`config.mk`:
```
export PLATFORM = sky130hd
export DESIGN_NAME = gwm_top
export DESIGN_NICKNAME = d
export VERILOG_FILES = /design/src/design/gwm_pkg.sv /design/src/design/gwm_top.sv /design/src/design/gwm_filter.sv
export VERILOG_INCLUDE_DIRS = /design/src /design/src/design
export SDC_FILE = /design/constraint.sdc
export NUM_CORES = 1
export LEC_CHECK = 0
export BUFFER_PORTS_ARGS = -buffer_cell sky130_fd_sc_hd__buf_2
export CAP_MARGIN = 5
export CORE_UTILIZATION = 49
export DETAILED_ROUTE_END_ITERATION = 16
export GPL_TIMING_DRIVEN = 0
export PLACE_DENSITY_LB_ADDON = 0.15
export SYNTH_ARGS = -nofsm -noshare
export SYNTH_HDL_FRONTEND = slang
export SYNTH_SLANG_ARGS = --single-unit
```
`constraint.sdc`:
```
create_clock -name clk_in -period 2.36 [get_ports clk_in]
set_clock_uncertainty 0.15 [all_clocks]
set_input_delay 0.354 -clock clk_in [delete_from_list [all_inputs] [get_ports clk_in]]
set_output_delay 0.354 -clock clk_in [all_outputs]
set_load 0.03 [all_outputs]
```
`src/design/gwm_defs.svh`:
```
// Address map, field positions, reset values and timing for the wake monitor
`ifndef GWM_DEFS_SVH
`define GWM_DEFS_SVH

// Register byte addresses
`define GWM_ADDR_WAKE_CTRL 32'h4000_0020
`define GWM_ADDR_WAKE_STAT 32'h4000_0028
`define GWM_ADDR_ACK_STAT 32'h4000_003C
`define GWM_ADDR_ACK_CTRL 32'h4000_0040
`define GWM_ADDR_PORT_A 32'h4000_BC08
`define GWM_ADDR_PORT_B 32'h4000_BC0C
`define GWM_ADDR_PORT_C 32'h4000_BC10
`define GWM_ADDR_FILT 32'h4000_BC1C
`define GWM_ADDR_WAKE_MASK 32'h4000_BC20

// Field layout
`define GWM_PORT_W 8
`define GWM_NSRC 4
`define GWM_SRC_PIN 0
`define GWM_SRC_SER1 1
`define GWM_SRC_SER2 2
`define GWM_SRC_LINE_D 3
`define GWM_BIT_ACK 0
`define GWM_BIT_INHIBIT 0
`define GWM_BIT_GLOBAL_EN 0
`define GWM_PIN_SERIAL 2
`define GWM_NPIN 25
`define GWM_NPORT 3
`define GWM_NGPIO (`GWM_NPORT * `GWM_PORT_W)

// Reset values
`define GWM_RST_PORT 8'h00
`define GWM_RST_FILT 4'hF
`define GWM_RST_CTRL 4'h0
`define GWM_RST_MASK 4'h0
`define GWM_RST_STAT 4'h0
`define GWM_RST_WORD 32'h0000_0000
`define GWM_RST_FLAG 1'h0

// Filter timing: least pulse length accepted
`define GWM_CLK_MHZ 50
`define GWM_FILT_NS 100
`define GWM_FILT_CYC (((`GWM_FILT_NS * `GWM_CLK_MHZ) + 999) / 1000)
`define GWM_FILT_CW 3

`endif

```
`src/design/gwm_pkg.sv`:
```
// Types shared by the wake monitor modules
package gwm_pkg;

  // Wake sources, one bit each, in status bit order
  typedef struct packed {
    logic irq_d;
    logic serial_two;
    logic serial_one;
    logic pin_change;
  } gwm_src_t;

  // Register selected by an APB address
  typedef enum logic [3:0] {
    GWM_SEL_NONE = 4'h0,
    GWM_SEL_WAKE_CTRL = 4'h1,
    GWM_SEL_WAKE_STAT = 4'h2,
    GWM_SEL_ACK_STAT = 4'h3,
    GWM_SEL_ACK_CTRL = 4'h4,
    GWM_SEL_PORT_A = 4'h5,
    GWM_SEL_PORT_B = 4'h6,
    GWM_SEL_PORT_C = 4'h7,
    GWM_SEL_FILT = 4'h8,
    GWM_SEL_WAKE_MASK = 4'h9
  } gwm_sel_t;

endpackage

```
`src/design/gwm_top.sv`:
```
// Wake pin monitor with filters, powerup acknowledge control and APB registers
//
// Our own choice: the APB slave port.
`timescale 1ns/1ns
`include "gwm_defs.svh"

module gwm_top
  import gwm_pkg::*;
(
  // Clock and reset
  input wire logic clk_in,
  input wire logic rst_n_in,

  // APB slave
  input wire logic psel_in,
  input wire logic penable_in,
  input wire logic pwrite_in,
  input wire logic [31:0] paddr_in,
  input wire logic [31:0] pwdata_in,
  output logic [31:0] prdata_out,
  output logic pready_out,
  output logic pslverr_out,

  // GPIO pins
  input wire logic [`GWM_PORT_W-1:0] port_a_pins_in,
  input wire logic [`GWM_PORT_W-1:0] port_b_pins_in,
  input wire logic [`GWM_PORT_W-1:0] port_c_pins_in,
  input wire logic external_irq_line_d_in,

  // Power management state machine
  input wire logic ack_request_in,
  input wire logic powerdown_clear_in,
  output logic system_powerup_acknowledge_out,
  output logic wake_pulse_out,

  // Interrupt
  output logic irq_out
);

  // Address decode shared by read, write and error paths
  function automatic gwm_sel_t gwm_decode(input logic [31:0] addr);
    gwm_sel_t sel;
    sel = GWM_SEL_NONE;
    if (addr == `GWM_ADDR_WAKE_CTRL) begin
      sel = GWM_SEL_WAKE_CTRL;
    end else if (addr == `GWM_ADDR_WAKE_STAT) begin
      sel = GWM_SEL_WAKE_STAT;
    end else if (addr == `GWM_ADDR_ACK_STAT) begin
      sel = GWM_SEL_ACK_STAT;
    end else if (addr == `GWM_ADDR_ACK_CTRL) begin
      sel = GWM_SEL_ACK_CTRL;
    end else if (addr == `GWM_ADDR_PORT_A) begin
      sel = GWM_SEL_PORT_A;
    end else if (addr == `GWM_ADDR_PORT_B) begin
      sel = GWM_SEL_PORT_B;
    end else if (addr == `GWM_ADDR_PORT_C) begin
      sel = GWM_SEL_PORT_C;
    end else if (addr == `GWM_ADDR_FILT) begin
      sel = GWM_SEL_FILT;
    end else if (addr == `GWM_ADDR_WAKE_MASK) begin
      sel = GWM_SEL_WAKE_MASK;
    end
    return sel;
  endfunction

  // Software registers
  logic [`GWM_PORT_W-1:0] wake_enable_port_a_q;
  logic [`GWM_PORT_W-1:0] wake_enable_port_b_q;
  logic [`GWM_PORT_W-1:0] wake_enable_port_c_q;
  logic [`GWM_NSRC-1:0] wake_filter_control_q;
  logic [`GWM_NSRC-1:0] wake_control_q;
  logic [`GWM_NSRC-1:0] wake_mask_q;
  logic [`GWM_NSRC-1:0] wake_status_q;
  logic [`GWM_NSRC-1:0] wake_status_d;
  logic powerup_ack_suppress_q;
  logic ack_q;
  logic [31:0] prdata_q;
  logic wake_pulse_q;

  // Pin synchronisers and reference levels
  logic [`GWM_NPIN-1:0] sync1_q;
  logic [`GWM_NPIN-1:0] sync2_q;
  logic [`GWM_NPIN-1:0] sync3_q;
  logic [`GWM_NPIN-1:0] stable_q;
  logic [`GWM_NPIN-1:0] stable_d;
  logic [`GWM_NGPIO-1:0] ref_q;
  logic [`GWM_NSRC-1:0] filt_prev_q;

  // Bus decode
  gwm_sel_t sel;
  wire setup = psel_in && !penable_in;
  wire access = psel_in && penable_in;
  wire wr = access && pwrite_in;
  wire bad = sel == GWM_SEL_NONE;
  assign sel = gwm_decode(paddr_in);

  wire wr_port_a = wr && sel == GWM_SEL_PORT_A;
  wire wr_port_b = wr && sel == GWM_SEL_PORT_B;
  wire wr_port_c = wr && sel == GWM_SEL_PORT_C;
  wire wr_filt = wr && sel == GWM_SEL_FILT;
  wire wr_ctrl = wr && sel == GWM_SEL_WAKE_CTRL;
  wire wr_mask = wr && sel == GWM_SEL_WAKE_MASK;
  wire wr_stat = wr && sel == GWM_SEL_WAKE_STAT;
  wire wr_inhibit = wr && sel == GWM_SEL_ACK_CTRL;

  // Read mux, captured in the setup cycle
  logic [31:0] rd_word;
  always_comb begin
    rd_word = `GWM_RST_WORD;
    case (sel)
      GWM_SEL_WAKE_CTRL: rd_word[`GWM_NSRC-1:0] = wake_control_q;
      GWM_SEL_WAKE_STAT: rd_word[`GWM_NSRC-1:0] = wake_status_q;
      GWM_SEL_ACK_STAT: rd_word[`GWM_BIT_ACK] = ack_q;
      GWM_SEL_ACK_CTRL: rd_word[`GWM_BIT_INHIBIT] = powerup_ack_suppress_q;
      GWM_SEL_PORT_A: rd_word[`GWM_PORT_W-1:0] = wake_enable_port_a_q;
      GWM_SEL_PORT_B: rd_word[`GWM_PORT_W-1:0] = wake_enable_port_b_q;
      GWM_SEL_PORT_C: rd_word[`GWM_PORT_W-1:0] = wake_enable_port_c_q;
      GWM_SEL_FILT: rd_word[`GWM_NSRC-1:0] = wake_filter_control_q;
      GWM_SEL_WAKE_MASK: rd_word[`GWM_NSRC-1:0] = wake_mask_q;
      default: rd_word = `GWM_RST_WORD;
    endcase
  end

  always_ff @(posedge clk_in) begin
    if (!rst_n_in) begin
      prdata_q <= `GWM_RST_WORD;
    end else if (setup && !pwrite_in) begin
      prdata_q <= rd_word;
    end
  end

  // Port enable registers keep only the eight pin bits
  wire [`GWM_PORT_W-1:0] wake_enable_port_a_d =
    wr_port_a ? pwdata_in[`GWM_PORT_W-1:0] : wake_enable_port_a_q;
  wire [`GWM_PORT_W-1:0] wake_enable_port_b_d =
    wr_port_b ? pwdata_in[`GWM_PORT_W-1:0] : wake_enable_port_b_q;
  wire [`GWM_PORT_W-1:0] wake_enable_port_c_d =
    wr_port_c ? pwdata_in[`GWM_PORT_W-1:0] : wake_enable_port_c_q;

  always_ff @(posedge clk_in) begin
    if (!rst_n_in) begin
      wake_enable_port_a_q <= `GWM_RST_PORT;
    end else begin
      wake_enable_port_a_q <= wake_enable_port_a_d;
    end
  end

  always_ff @(posedge clk_in) begin
    if (!rst_n_in) begin
      wake_enable_port_b_q <= `GWM_RST_PORT;
    end else begin
      wake_enable_port_b_q <= wake_enable_port_b_d;
    end
  end

  always_ff @(posedge clk_in) begin
    if (!rst_n_in) begin
      wake_enable_port_c_q <= `GWM_RST_PORT;
    end else begin
      wake_enable_port_c_q <= wake_enable_port_c_d;
    end
  end

  // Filter, wake control and mask: reserved bits are dropped on write
  wire [`GWM_NSRC-1:0] wake_filter_control_d =
    wr_filt ? pwdata_in[`GWM_NSRC-1:0] : wake_filter_control_q;
  wire [`GWM_NSRC-1:0] wake_control_d =
    wr_ctrl ? pwdata_in[`GWM_NSRC-1:0] : wake_control_q;
  wire [`GWM_NSRC-1:0] wake_mask_d =
    wr_mask ? pwdata_in[`GWM_NSRC-1:0] : wake_mask_q;

  // Filters come out of reset enabled
  always_ff @(posedge clk_in) begin
    if (!rst_n_in) begin
      wake_filter_control_q <= `GWM_RST_FILT;
    end else begin
      wake_filter_control_q <= wake_filter_control_d;
    end
  end

  always_ff @(posedge clk_in) begin
    if (!rst_n_in) begin
      wake_control_q <= `GWM_RST_CTRL;
    end else begin
      wake_control_q <= wake_control_d;
    end
  end

  always_ff @(posedge clk_in) begin
    if (!rst_n_in) begin
      wake_mask_q <= `GWM_RST_MASK;
    end else begin
      wake_mask_q <= wake_mask_d;
    end
  end

  // Inhibit: the power-down clear beats a simultaneous software write
  wire powerup_ack_suppress_d = powerdown_clear_in ? 1'h0 :
    wr_inhibit ? pwdata_in[`GWM_BIT_INHIBIT] : powerup_ack_suppress_q;

  always_ff @(posedge clk_in) begin
    if (!rst_n_in) begin
      powerup_ack_suppress_q <= `GWM_RST_FLAG;
    end else begin
      powerup_ack_suppress_q <= powerup_ack_suppress_d;
    end
  end

  // Acknowledge follows the request unless suppressed
  wire ack_d = ack_request_in && !powerup_ack_suppress_q;

  always_ff @(posedge clk_in) begin
    if (!rst_n_in) begin
      ack_q <= `GWM_RST_FLAG;
    end else begin
      ack_q <= ack_d;
    end
  end

  // Three-stage pin capture; a change counts when stages two and three agree
  wire [`GWM_NPIN-1:0] pins_raw = {external_irq_line_d_in, port_c_pins_in,
                                   port_b_pins_in, port_a_pins_in};
  wire [`GWM_NPIN-1:0] agree = ~(sync2_q ^ sync3_q);
  assign stable_d = (agree & sync3_q) | (~agree & stable_q);

  // Only stage two reads stage one, to keep metastability contained
  always_ff @(posedge clk_in) begin
    if (!rst_n_in) begin
      sync1_q <= '0;
      sync2_q <= '0;
      sync3_q <= '0;
    end else begin
      sync1_q <= pins_raw;
      sync2_q <= sync1_q;
      sync3_q <= sync2_q;
    end
  end

  // Held level moves only once stages two and three agree
  always_ff @(posedge clk_in) begin
    if (!rst_n_in) begin
      stable_q <= '0;
    end else begin
      stable_q <= stable_d;
    end
  end

  // Pin-change source: any enabled pin differing from its reference
  wire [`GWM_NGPIO-1:0] gpio_now = stable_q[`GWM_NGPIO-1:0];
  wire [`GWM_NGPIO-1:0] pin_en = {wake_enable_port_c_q, wake_enable_port_b_q,
                                     wake_enable_port_a_q};
  wire global_en = wake_control_q[`GWM_BIT_GLOBAL_EN];
  wire pin_change_raw = |((gpio_now ^ ref_q) & pin_en);

  gwm_src_t src_raw;
  gwm_src_t src_filt;
  assign src_raw.pin_change = pin_change_raw;
  assign src_raw.serial_one = gpio_now[`GWM_PORT_W + `GWM_PIN_SERIAL];
  assign src_raw.serial_two = gpio_now[`GWM_PIN_SERIAL];
  assign src_raw.irq_d = stable_q[`GWM_NPIN-1];

  // One filter per source, enabled by its filter control bit
  generate
    for (genvar i = 0; i < `GWM_NSRC; i++) begin : g_filt
      gwm_filter u_filt (
        .clk_in(clk_in),
        .rst_n_in(rst_n_in),
        .filt_en_in(wake_filter_control_q[i]),
        .level_in(src_raw[i]),
        .level_out(src_filt[i])
      );
    end
  endgenerate

  always_ff @(posedge clk_in) begin
    if (!rst_n_in) begin
      filt_prev_q <= '0;
    end else begin
      filt_prev_q <= src_filt;
    end
  end

  // Wake events
  wire pin_event = global_en && src_filt.pin_change && !filt_prev_q[`GWM_SRC_PIN];
  wire [`GWM_NSRC-1:0] edge_seen = src_filt ^ filt_prev_q;
  wire [`GWM_NSRC-1:0] events = {
    edge_seen[`GWM_SRC_LINE_D] && wake_control_q[`GWM_SRC_LINE_D],
    edge_seen[`GWM_SRC_SER2] && wake_control_q[`GWM_SRC_SER2],
    edge_seen[`GWM_SRC_SER1] && wake_control_q[`GWM_SRC_SER1],
    pin_event
  };

  // Reference catches up after a wake, and tracks while monitoring is off
  always_ff @(posedge clk_in) begin
    if (!rst_n_in) begin
      ref_q <= '0;
    end else if (pin_event || !global_en) begin
      ref_q <= gpio_now;
    end
  end

  // Sticky status, write one to clear; a new event wins over the clear
  wire [`GWM_NSRC-1:0] clr = wr_stat ? pwdata_in[`GWM_NSRC-1:0] : '0;
  assign wake_status_d = (wake_status_q & ~clr) | events;

  always_ff @(posedge clk_in) begin
    if (!rst_n_in) begin
      wake_status_q <= `GWM_RST_STAT;
    end else begin
      wake_status_q <= wake_status_d;
    end
  end

  // One-cycle wake request to the power state machine
  always_ff @(posedge clk_in) begin
    if (!rst_n_in) begin
      wake_pulse_q <= `GWM_RST_FLAG;
    end else begin
      wake_pulse_q <= |events;
    end
  end

  // Outputs
  assign prdata_out = prdata_q;
  assign pready_out = 1'b1;
  assign pslverr_out = access && bad;
  assign system_powerup_acknowledge_out = ack_q;
  assign wake_pulse_out = wake_pulse_q;
  assign irq_out = |(wake_status_q & wake_mask_q);

endmodule

```
`src/design/gwm_filter.sv`:
```
// Glitch filter: a level is accepted only after it holds for a set time
`timescale 1ns/1ns
`include "gwm_defs.svh"

module gwm_filter
  import gwm_pkg::*;
(
  // Clock and reset
  input wire logic clk_in,
  input wire logic rst_n_in,
  // Control and data
  input wire logic filt_en_in,
  input wire logic level_in,
  output logic level_out
);

  localparam logic [`GWM_FILT_CW-1:0] LAST = `GWM_FILT_CW'(`GWM_FILT_CYC - 1);

  logic level_q;
  logic [`GWM_FILT_CW-1:0] cnt_q;

  wire differ = level_in != level_q;
  wire done = cnt_q == LAST;

  // Unfiltered: follow input; filtered: change only after a full hold
  always_ff @(posedge clk_in) begin
    if (!rst_n_in) begin
      level_q <= 1'b0;
      cnt_q <= '0;
    end else if (!filt_en_in) begin
      level_q <= level_in;
      cnt_q <= '0;
    end else if (!differ) begin
      cnt_q <= '0;
    end else if (done) begin
      level_q <= level_in;
      cnt_q <= '0;
    end else begin
      cnt_q <= cnt_q + `GWM_FILT_CW'(1);
    end
  end

  assign level_out = level_q;

endmodule

```
==> results of run 1 <==
-- cells by family (layout without fill, tap and decap cells) --
group,Yosys count,count (layout)
AND/OR/NAND/NOR,309,309
flip-flops,195,195
AO/OA/AOI/OAI,167,167
buffers and inverters,91,238
XOR/XNOR,34,34
multiplexers,32,32
adder cells (fa/ha/maj),8,8
other,2,25
-- cell usage in the layout, fill, tap and decap left out, types with 6 or more instances in the layout --
cell / instances
dfxtp_1: 195
nand2_1: 92
and2_1: 84
buf_2: 83
a21oi_1: 73
o21ai_0: 45
buf_4: 36
nor2_1: 34
mux2i_1: 32
clkbuf_1: 30
xor2_1: 30
nand3_1: 27
dlygate4sd3_1: 27
conb_1: 25
inv_1: 22
a22oi_1: 20
nor4_1: 19
clkbuf_16: 17
nor4_4: 9
ha_1: 8
nor3_1: 6
-- per-stage QoR --
step | TNS (ps) | std cells
floorplan | 0 | 861
global placement | -8784 | 1152
detailed placement | -9352 | 1152
CTS | 0 | 1216
global route | -78.23 | 1219
finish | 0 | 1219
-- layer usage --
metal / global-route usage, % / routed length (um) / up-vias
met4: 8.166 / 325 / 0
met2: 39.39 / 8665 / 206
met5: 0 / 0 / -
li1: - / - / 3154
met1: 28.58 / 8087 / 2857
met3: 4.967 / 922 / 25
-- power groups by stage --
stage	clock (uW)	combinational [uW]	sequential (uW)
after floorplan	0	206	3440
after global placement	0	329	3440
after detailed placement	0	331	3440
after CTS	2810	377	3360
after global routing	2970	425	3370
final	2750	392	3360
-- worst max path at each step --
stage,from,end
3_3_place_gp,paddr_in[27],pslverr_out
2_1_floorplan,paddr_in[29],pslverr_out
6_report,paddr_in[24],pslverr_out
3_5_place_dp,paddr_in[27],pslverr_out
5_1_grt,paddr_in[24],pslverr_out
4_1_cts,paddr_in[4],pslverr_out
-- layout make-up --
| type | count | area, um^2 | area share [%] |
|---|---|---|---|
| Buffer | 66 | 381.6 | 3.950 |
| Clock buffer | 19 | 452.9 | 4.689 |
| Clock inverter | 12 | 118.9 | 1.230 |
| Inverter | 23 | 86.33 | 0.8937 |
| Multi-Input combinational cell | 575 | 3694 | 38.23 |
| Sequential cell | 195 | 3904 | 40.41 |
| Tap cell | 211 | 264.0 | 2.733 |
| Timing Repair Buffer | 118 | 759.5 | 7.862 |
-- critical path: cells and delay by family --
kind,cells,cell delay (ps)
buffers and inverters,3,440
AND/OR/NAND/NOR,5,1030
-- what timing repair did --
action	in CTS	in global routing
hold buffers	27	0
endpoints found under the setup margin	1	2
pin swaps	6	7
setup buffers	7	4
resized for setup	22	11
endpoints found under the hold margin	27	0
==> summary.txt, run 1 <==
Clock tree
  – H-tree lvl count: 4
  – CTS Buf Count: 17
  – Clock tree buffer depth: 2
  – CTS root buffer: clkbuf_16
  – Clk slew on worst S/H paths: 70 ps
  – Clock sinks: 195
  – Clk_lat worst skew: about 440 ps
  – CTS tree: yes

Timing
  – Max-slew violations: 0
  – Setup slack after layout: 28.89 ps
  – RSZ-0062 raised after global routing: yes
  – Tcrit/Tclk final: 98.78%
  – Fmax: around 430 MHz
  – Minimum hold slack: roughly 53 ps
  – Fin crit period: ~2300 ps
  – Slew headroom: 48.46%
  – # setup viols final: 0
  – Slew @ Worst Pin: 767.3 ps
  – Final hold violations: 0

Yosys
  – Synthesized cell area: roughly 7800 um^2
  – Top-area cell type share of the netlist area: between 50 and 60%
  – Largest family of logic cells by synthesized area: simple AND/OR/NAND/NOR gates
  – Multiplexer share of the synthesized area: 4.108%
  – Area fraction in compound gates after synthesis: approximately 13%
  – Xor and xnor area share after synthesis: 3.819%
  – Ys flop type: dfxtp_1
  – Post-synthesis adder-cell area fraction: 1.284%
  – Average size of a mapped cell: 9.305 um^2
  – Sequential share of the synthesized area: around half
  – Number of synthesized flops with an enable pin: 0
  – Synth area leaders: dfxtp_1 (50%), and2_1 (6.7%), a21oi_1 (4.7%)
  – Synth warn: 0
  – FF+latch count, synth: 195
  – Asr flop ratio synth: 0%
  – Synth unique cells: 55
  – Synth top cells by count: dfxtp_1 (195), nand2_1 (93), and2_1 (84), a21oi_1 (73), o21ai_0 (45)
  – Post-Synth Simple-Gate Area: 22.16%
  – Most instantiated library cell after synthesis: dfxtp_1
  – Synth Instances: 838
  – Synth area leader: dfxtp_1

Routing
  – Antenna-violating nets left: 0
  – DR vias: 6242
  – WL final: 18000 um
  – Drt first pass iters: 5
  – Avg WL per Cell: 14.77 um
  – DRC: 0
  – Initial DRC count: about 420
  – Vias per Instance: 5.121

Floorplanning
  – Die height: 128.1 um
  – Core Area: ~15000 um^2
  – Top Ports: 133
  – Die Footprint: 16420 um^2
  – # rows: 45
  – Die width: ~130 um
  – Initial Utilization: 50.73%

Setup path
  – CP max-delay cell: nor4b_4
  – Worst-path maximum fanout: 5
  – Most used cell, CP: buf_6
  – Max incr delay on CP: 300 ps
  – Reg2Reg Setup Slack: approximately 220 ps
  – Capturing point of the worst reg2reg path: g_filt[0].u_filt.cnt_q[0]$_SDFF_PP0_
  – Crit path DAT: 1830 ps
  – WS Path Type: input port to output port
  – Nature of the critical path endpoint: output port
  – Crit-path cells: buf_2 -> nor4_4 -> nand4_1 -> buf_6 -> nor4b_4 -> nor4_2 -> and3_4 -> buf_6
  – Worst endpoint required time: 1860 ps
  – Worst r2r path cells: 5
  – Type of origin of the critical path: input port

Final layout
  – NumNets Final: 1100
  – Fillers: 1289
  – Synth-to-Final Area Change: 23.89%
  – Post-Layout Inst Area: about 9700 um^2
  – Diode count: 0
  – Share of cells above drive strength 1: a little under a fifth
  – Final Util: 62.85%

Min path
  – Min-Delay Endpoint: wake_enable_port_a_q[5]$_SDFFE_PN0P_
  – Hold crit path type: input port to register
  – Worst hold stages: 3
  – Critical hold path startpoint: pwdata_in[5]

Power and ir drop
  – Peak supply drop: 0.5744 mV
  – Power consumption: approximately 6500 uW
  – Clk pwr share: a little over two fifths
  – P_int: 4943 uW
  – Sw frac: 24.01%
  – Combinational Power Share: 6.0%
  – Switch Pwr: 1561 uW
  – Sequential power share: 51.7%
  – Lkg Pwr: ~0.0039 uW
  – PwrDens: 673.3 nW/um^2

Global routing
  – First-pass GRT wire length: 29010 um
  – Total gr overflow: 0
  – Initial antenna violation count: 0
  – Number of global-route vias before repair: ~5800
  – GR Util All Layers: 23.02%
  – Largest net degree at the start of global routing: 19

Placement
  – IO Port Bufs: 80
  – Hpwl dp: 12680 um
  – Dpl cell area: between 8000 and 9000 um^2
  – Pre-CTS WS: -426.5 ps
  – Routability congestion estimate: 0.9179

Status
  – Outcome: finished, final reports clean

Job
  – Number of max-cap violations: 0
(Power assumes the default switching activity.)
==> inputs of run 2 (changes only) <==
Settings changed: CORE_ASPECT_RATIO set to 0.9, RECOVER_POWER set to 25.
==> run 2 against run 1 <==
Net effect: combinational power is 2% lower; first-iteration DRC count decreased by 20%; final cell count down 0.74%; sequential power is essentially flat; via count grew 0.18%; non-clock buffer count decreased by 1; global-route usage decreased by 0.55 points; clock-buffer cell count grew 1; critical path type unchanged.
==> summary.txt, run 2 (synthesis gave the netlist of run 1 again) <==
Clock tree
  – Clock sinks: 195
  – H-tree lvl count: 4
  – Clock tree buffer depth: 2
  – CTS Buf Count: 17
  – Clk_lat worst skew: 430 ps
  – CTS root buffer: clkbuf_16
  – CTS tree: yes
  – Clk slew on worst S/H paths: around 70 ps

Job
  – Number of max-cap violations: 0

Final layout
  – Commonest cells after routing, fill and taps aside: dfxtp_1 (195), nand2_1 (92), buf_2 (82)
  – Share of cells above drive strength 1: a little under a fifth
  – Final Util: 62.23%
  – Commonest non-fill, non-tap cell in the layout: dfxtp_1
  – Synth-to-Final Area Change: 23.65%
  – Final std cells w/o fill: 1210
  – Diode count: 0
  – NumNets Final: 1099

Global routing
  – GR Util All Layers: 22.48%
  – Total gr overflow: 0
  – First-pass GRT wire length: 28430 um
  – Number of global-route vias before repair: 5654
  – Largest net degree at the start of global routing: 19
  – Initial antenna violation count: 0

Setup path
  – Capturing point of the worst reg2reg path: g_filt[0].u_filt.cnt_q[0]$_SDFF_PP0_
  – Worst r2r path cells: 5
  – Crit-path cells: buf_2 -> nor2b_2 -> nand3b_2 -> buf_4 -> a211oi_4 -> nor4_2 -> and3_4 -> buf_6
  – Reg2Reg Setup Slack: 250 ps
  – Worst-path maximum fanout: 10
  – Nature of the critical path endpoint: output port
  – CP max-delay cell: nor2b_2
  – Worst Setup SP: paddr_in[3]
  – Worst endpoint required time: 1860 ps
  – Max incr delay on CP: 250 ps
  – Crit path DAT: between 1500 and 2000 ps
  – Type of origin of the critical path: input port
  – WS Path Type: input port to output port

Floorplanning
  – Die Footprint: 16420 um^2
  – # rows: 43
  – Core Area: 15490 um^2
  – Die height: 121.7 um
  – Die width: between 100 and 150 um
  – Initial Utilization: 50.32%
  – Top Ports: ~130

Timing
  – Max-slew violations: 0
  – Setup slack after layout: just over 50 ps
  – Final hold violations: 0
  – Fmax: 433.2 MHz
  – TNS Setup: 0 ps
  – Tcrit/Tclk final: ~100%
  – # setup viols final: 0
  – Minimum hold slack: 29.01 ps
  – RSZ-0062 raised after global routing: yes
  – Slew @ Worst Pin: 808.5 ps
  – Fin crit period: 2309 ps
  – Slew headroom: a little under half

Routing
  – WL met1: 8312 um
  – Vias per Instance: 5.168
  – Avg WL per Cell: 14.81 um
  – DRC: 0
  – Drt first pass iters: 5
  – WL final: 17920 um
  – Antenna-violating nets left: 0
  – DR vias: about 6300
  – Met2 wire len: between 8000 and 9000 um
  – Initial DRC count: 341
  – Met3 routed WL: 1074 um
  – Top layer in use: met4

Placement
  – IO Port Bufs: 80
  – Pre-CTS WS: -481.5 ps
  – # placed instances: 1143
  – Routability congestion estimate: 0.8939
  – Hpwl dp: 12670 um

Min path
  – Critical hold path startpoint: ack_request_in
  – Worst hold stages: 2
  – Min-Delay Endpoint: system_powerup_acknowledge_out$_SDFF_PN0_
  – Hold crit path type: input port to register

Power and ir drop
  – Peak supply drop: roughly 0.60 mV
  – Lkg Pwr: 0.003861 uW
  – PwrDens: 686.6 nW/um^2

Status
  – Outcome: finished, final reports clean
run 2: cell types whose count changed in the layout (fill, tap and decap cells not counted), moves of 2 or more:
| cell | delta |
|---|---|
| and2_0 | +10 |
| and2_1 | -10 |
| clkbuf_1 | +3 |
| buf_6 | -2 |
| nand3_2 | +2 |
run 2: metal layers:
layer / vias to the layer above / GRT usage [%]
li1: 3155 / -
met1: 2879 / 28.90
met2: 197 / 37.11
met3: 22 / 5.410
met4: 0 / 7.303
met5: - / 0
run 2: worst max path at each step:
stage                        to  cells after the start  slack (ps)
finish              pslverr_out                      8          50
CTS                 pslverr_out                      9           5
global placement    pslverr_out                      9        -480
global route        pslverr_out                      8         -30
floorplan           pslverr_out                      7          10
detailed placement  pslverr_out                      9        -480
run 2: timing repair:
action                                 in CTS  in global routing
gates resized for setup                    20                 15
pin swaps                                   6                  4
endpoints found under the hold margin      26                  0
buffers inserted                            9                  0
setup endpoints to repair                   1                  1
hold buffers                               26                  0
run 2: cell type report:
class	count	area, um^2
Fill cell	1314	5853
Multi-Input combinational cell	575	3667
Clock inverter	12	136.4
Timing Repair Buffer	115	733.2
Inverter	23	86.33
Clock buffer	20	456.7
Sequential cell	195	3904
Tap cell	202	252.7
Buffer	68	405.4
run 2: power by group:
| group | switching [uW] | internal [uW] |
|---|---|---|
| logic | 225 | 160 |
| registers | 22.6 | 3340 |
| clock network | 1320 | 1550 |
| total | 1560 | 5060 |
run 2: worst max-delay path: cells and delay by family:
| kind | cells | cell delay [ps] |
|---|---|---|
| buffers and inverters | 3 | 560 |
| AND/OR/NAND/NOR | 4 | 640 |
| AO/OA/AOI/OAI | 1 | 250 |
run 2: metrics by stage:
step / power (uW) / instance area, um^2
5_1_grt: 6861 / 9642
4_1_cts: 6658 / 9569
3_3_place_gp: 3768 / 8548
3_5_place_dp: 3773 / 8548
6_report: 6620 / 9642
2_1_floorplan: 3643 / 7895
==> inputs of run 3 (changes only) <==
Settings changed: CELL_PAD_IN_SITES_DETAIL_PLACEMENT set to 1, CELL_PAD_IN_SITES_GLOBAL_PLACEMENT set to 1, CORE_ASPECT_RATIO 0.9 to unset, CORE_UTILIZATION 49 to 38.
==> run 3 against run 2 <==
Net effect: worst setup slack worse by 8.0 ps; via count increased by 2.1%; critical path depth unchanged; largest power group unchanged; non-clock buffer count rose by 6; largest cell class unchanged; utilization decreased by 13 points.
==> summary.txt, run 3 (synthesis gave the netlist of run 1 again) <==
Power and ir drop
  – Combinational Power Share: under 10%
  – Lkg Pwr: 0.003912 uW
  – Peak supply drop: 0.4925 mV
  – Switch Pwr: approximately 1800 uW
  – Sequential power share: 49.1%
  – P_int: 5018 uW
  – Sw frac: 26.80%
  – Clk pwr share: 45.2%
  – Power consumption: a little under 7000 uW
  – PwrDens: roughly 700 nW/um^2

Setup path
  – Reg2Reg Setup Slack: 190 ps
  – Worst endpoint required time: 1860 ps
  – Capturing point of the worst reg2reg path: g_filt[0].u_filt.cnt_q[0]$_SDFF_PP0_
  – Crit path DAT: 1810 ps
  – Worst r2r path cells: 5
  – Nature of the critical path endpoint: output port
  – WS Path Type: input port to output port
  – Type of origin of the critical path: input port
  – Worst-path maximum fanout: 5

Final layout
  – Share of cells above drive strength 1: 19.13%
  – NumNets Final: 1105
  – Synth-to-Final Area Change: 26.09%
  – Commonest cells after routing, fill and taps aside: dfxtp_1 (195), nand2_1 (92), buf_2 (82)
  – Post-Layout Inst Area: ~10000 um^2
  – Commonest non-fill, non-tap cell in the layout: dfxtp_1

Floorplanning
  – Die width: 145.2 um
  – Die height: 145.2 um
  – Top Ports: 133
  – Initial Utilization: 38.66%
  – Core Area: 20170 um^2
  – # rows: 52
  – Die Footprint: 21100 um^2

Global routing
  – Total gr overflow: 0
  – Number of global-route vias before repair: around 6300
  – Initial antenna violation count: 0
  – First-pass GRT wire length: 32920 um
  – GR Util All Layers: ~20%
  – Largest net degree at the start of global routing: 25

Job
  – Number of max-cap violations: 0

Timing
  – Final hold violations: 0
  – Slew @ Worst Pin: 813.2 ps
  – # setup viols final: 0
  – Slew headroom: 45.38%
  – Fin crit period: 2317 ps
  – Tcrit/Tclk final: 98.16%
  – Setup slack after layout: 43.42 ps
  – Fmax: 431.7 MHz
  – Max-slew violations: 0

Routing
  – Antenna-violating nets left: 0
  – Vias per Instance: 4.967
  – Initial DRC count: 278
  – Drt first pass iters: 4
  – Avg WL per Cell: 15.91 um
  – WL final: 20440 um
  – DRC: 0
  – DR vias: 6383

Clock tree
  – Clk slew on worst S/H paths: 80 ps
  – Clk_lat worst skew: between 400 and 500 ps
  – Clock sinks: 195
  – CTS tree: yes
  – Clock tree buffer depth: 2
  – CTS Buf Count: 17
  – CTS root buffer: clkbuf_16
  – H-tree lvl count: 4

Min path
  – Critical hold path startpoint: pwdata_in[4]
  – Min-Delay Endpoint: wake_enable_port_b_q[4]$_SDFFE_PN0P_
  – Hold crit path type: input port to register
  – Worst hold stages: 3

Placement
  – Routability congestion estimate: 0.8269
  – IO Port Bufs: 80
  – Dpl cell area: 8633 um^2
  – Pre-CTS WS: -480.0 ps
  – Hpwl dp: 14750 um

Status
  – Outcome: finished, final reports clean
## run 3: cell count changes in the layout (fill, tap and decap cells not counted), sizes merged
cell,change
clkinvlp,-2
clkbuf,-3
diode,+1
buf,+5
inv,+6
bufinv,-1
dlygate4sd3,+1
## run 3: critical path: stages
cell	delay (ps)
buf_2	110
nor4_2	270
nand4_1	200
buf_6	200
nor4b_4	310
nor4_2	80
and3_4	160
buf_6	130
## run 3: worst max-delay path by stage
stage                 startpoint          end  slack (ps)
finish              paddr_in[27]  pslverr_out          40
CTS                 paddr_in[18]  pslverr_out          30
global placement     paddr_in[4]  pslverr_out        -450
floorplan           paddr_in[29]  pslverr_out          10
global route        paddr_in[27]  pslverr_out         -40
detailed placement  paddr_in[29]  pslverr_out        -480
## run 3: what timing repair did
action | 4_1_cts | 5_1_grt
setup endpoints to repair | 1 | 1
setup buffers | 8 | 6
hold endpoints to repair | 27 | 0
resized for setup | 24 | 11
hold buffers | 27 | 0
pin swaps | 8 | 9
## run 3: through the flow
stage	TNS [ps]	utilization, %	hold WS (ps)	cells
after CTS	0	48.23	29.05	1278
after detailed placement	-13120	42.80	270.1	1211
after floorplan	0	-	261.9	861
after global placement	-11690	42.80	264.3	1211
after global routing	-43.98	48.73	44.11	1284
final	0	48.75	48.41	1285
## run 3: power by group through the flow
| stage | logic (uW) | registers [uW] | clock network (uW) |
|---|---|---|---|
| after floorplan | 206 | 3440 | 0 |
| after global placement | 337 | 3440 | 0 |
| after detailed placement | 340 | 3440 | 0 |
| after CTS | 387 | 3370 | 3180 |
| after global routing | 429 | 3370 | 3300 |
| final | 395 | 3360 | 3100 |
## run 3: final cells by class
class	instances	area, um^2
sequential	195	3904
clock buffer	17	425.4
fill	2339	10340
timing repair buffer	121	780.7
inverter	23	86.33
clock inverter	15	222.7
buffer	68	400.4
tap	270	337.8
antenna	1	2.502
multi-input combinational	575	3672
## run 3: routing by layer
metal,part of all wire (%),track usage [%],routed length (um),up-vias
met3,3.7,4.214,749,18
met2,50,34.93,10160,133
met4,1.3,5.368,261,0
met1,45,24.39,9269,3055
li1,-,-,-,3177
met5,0,0,0,-
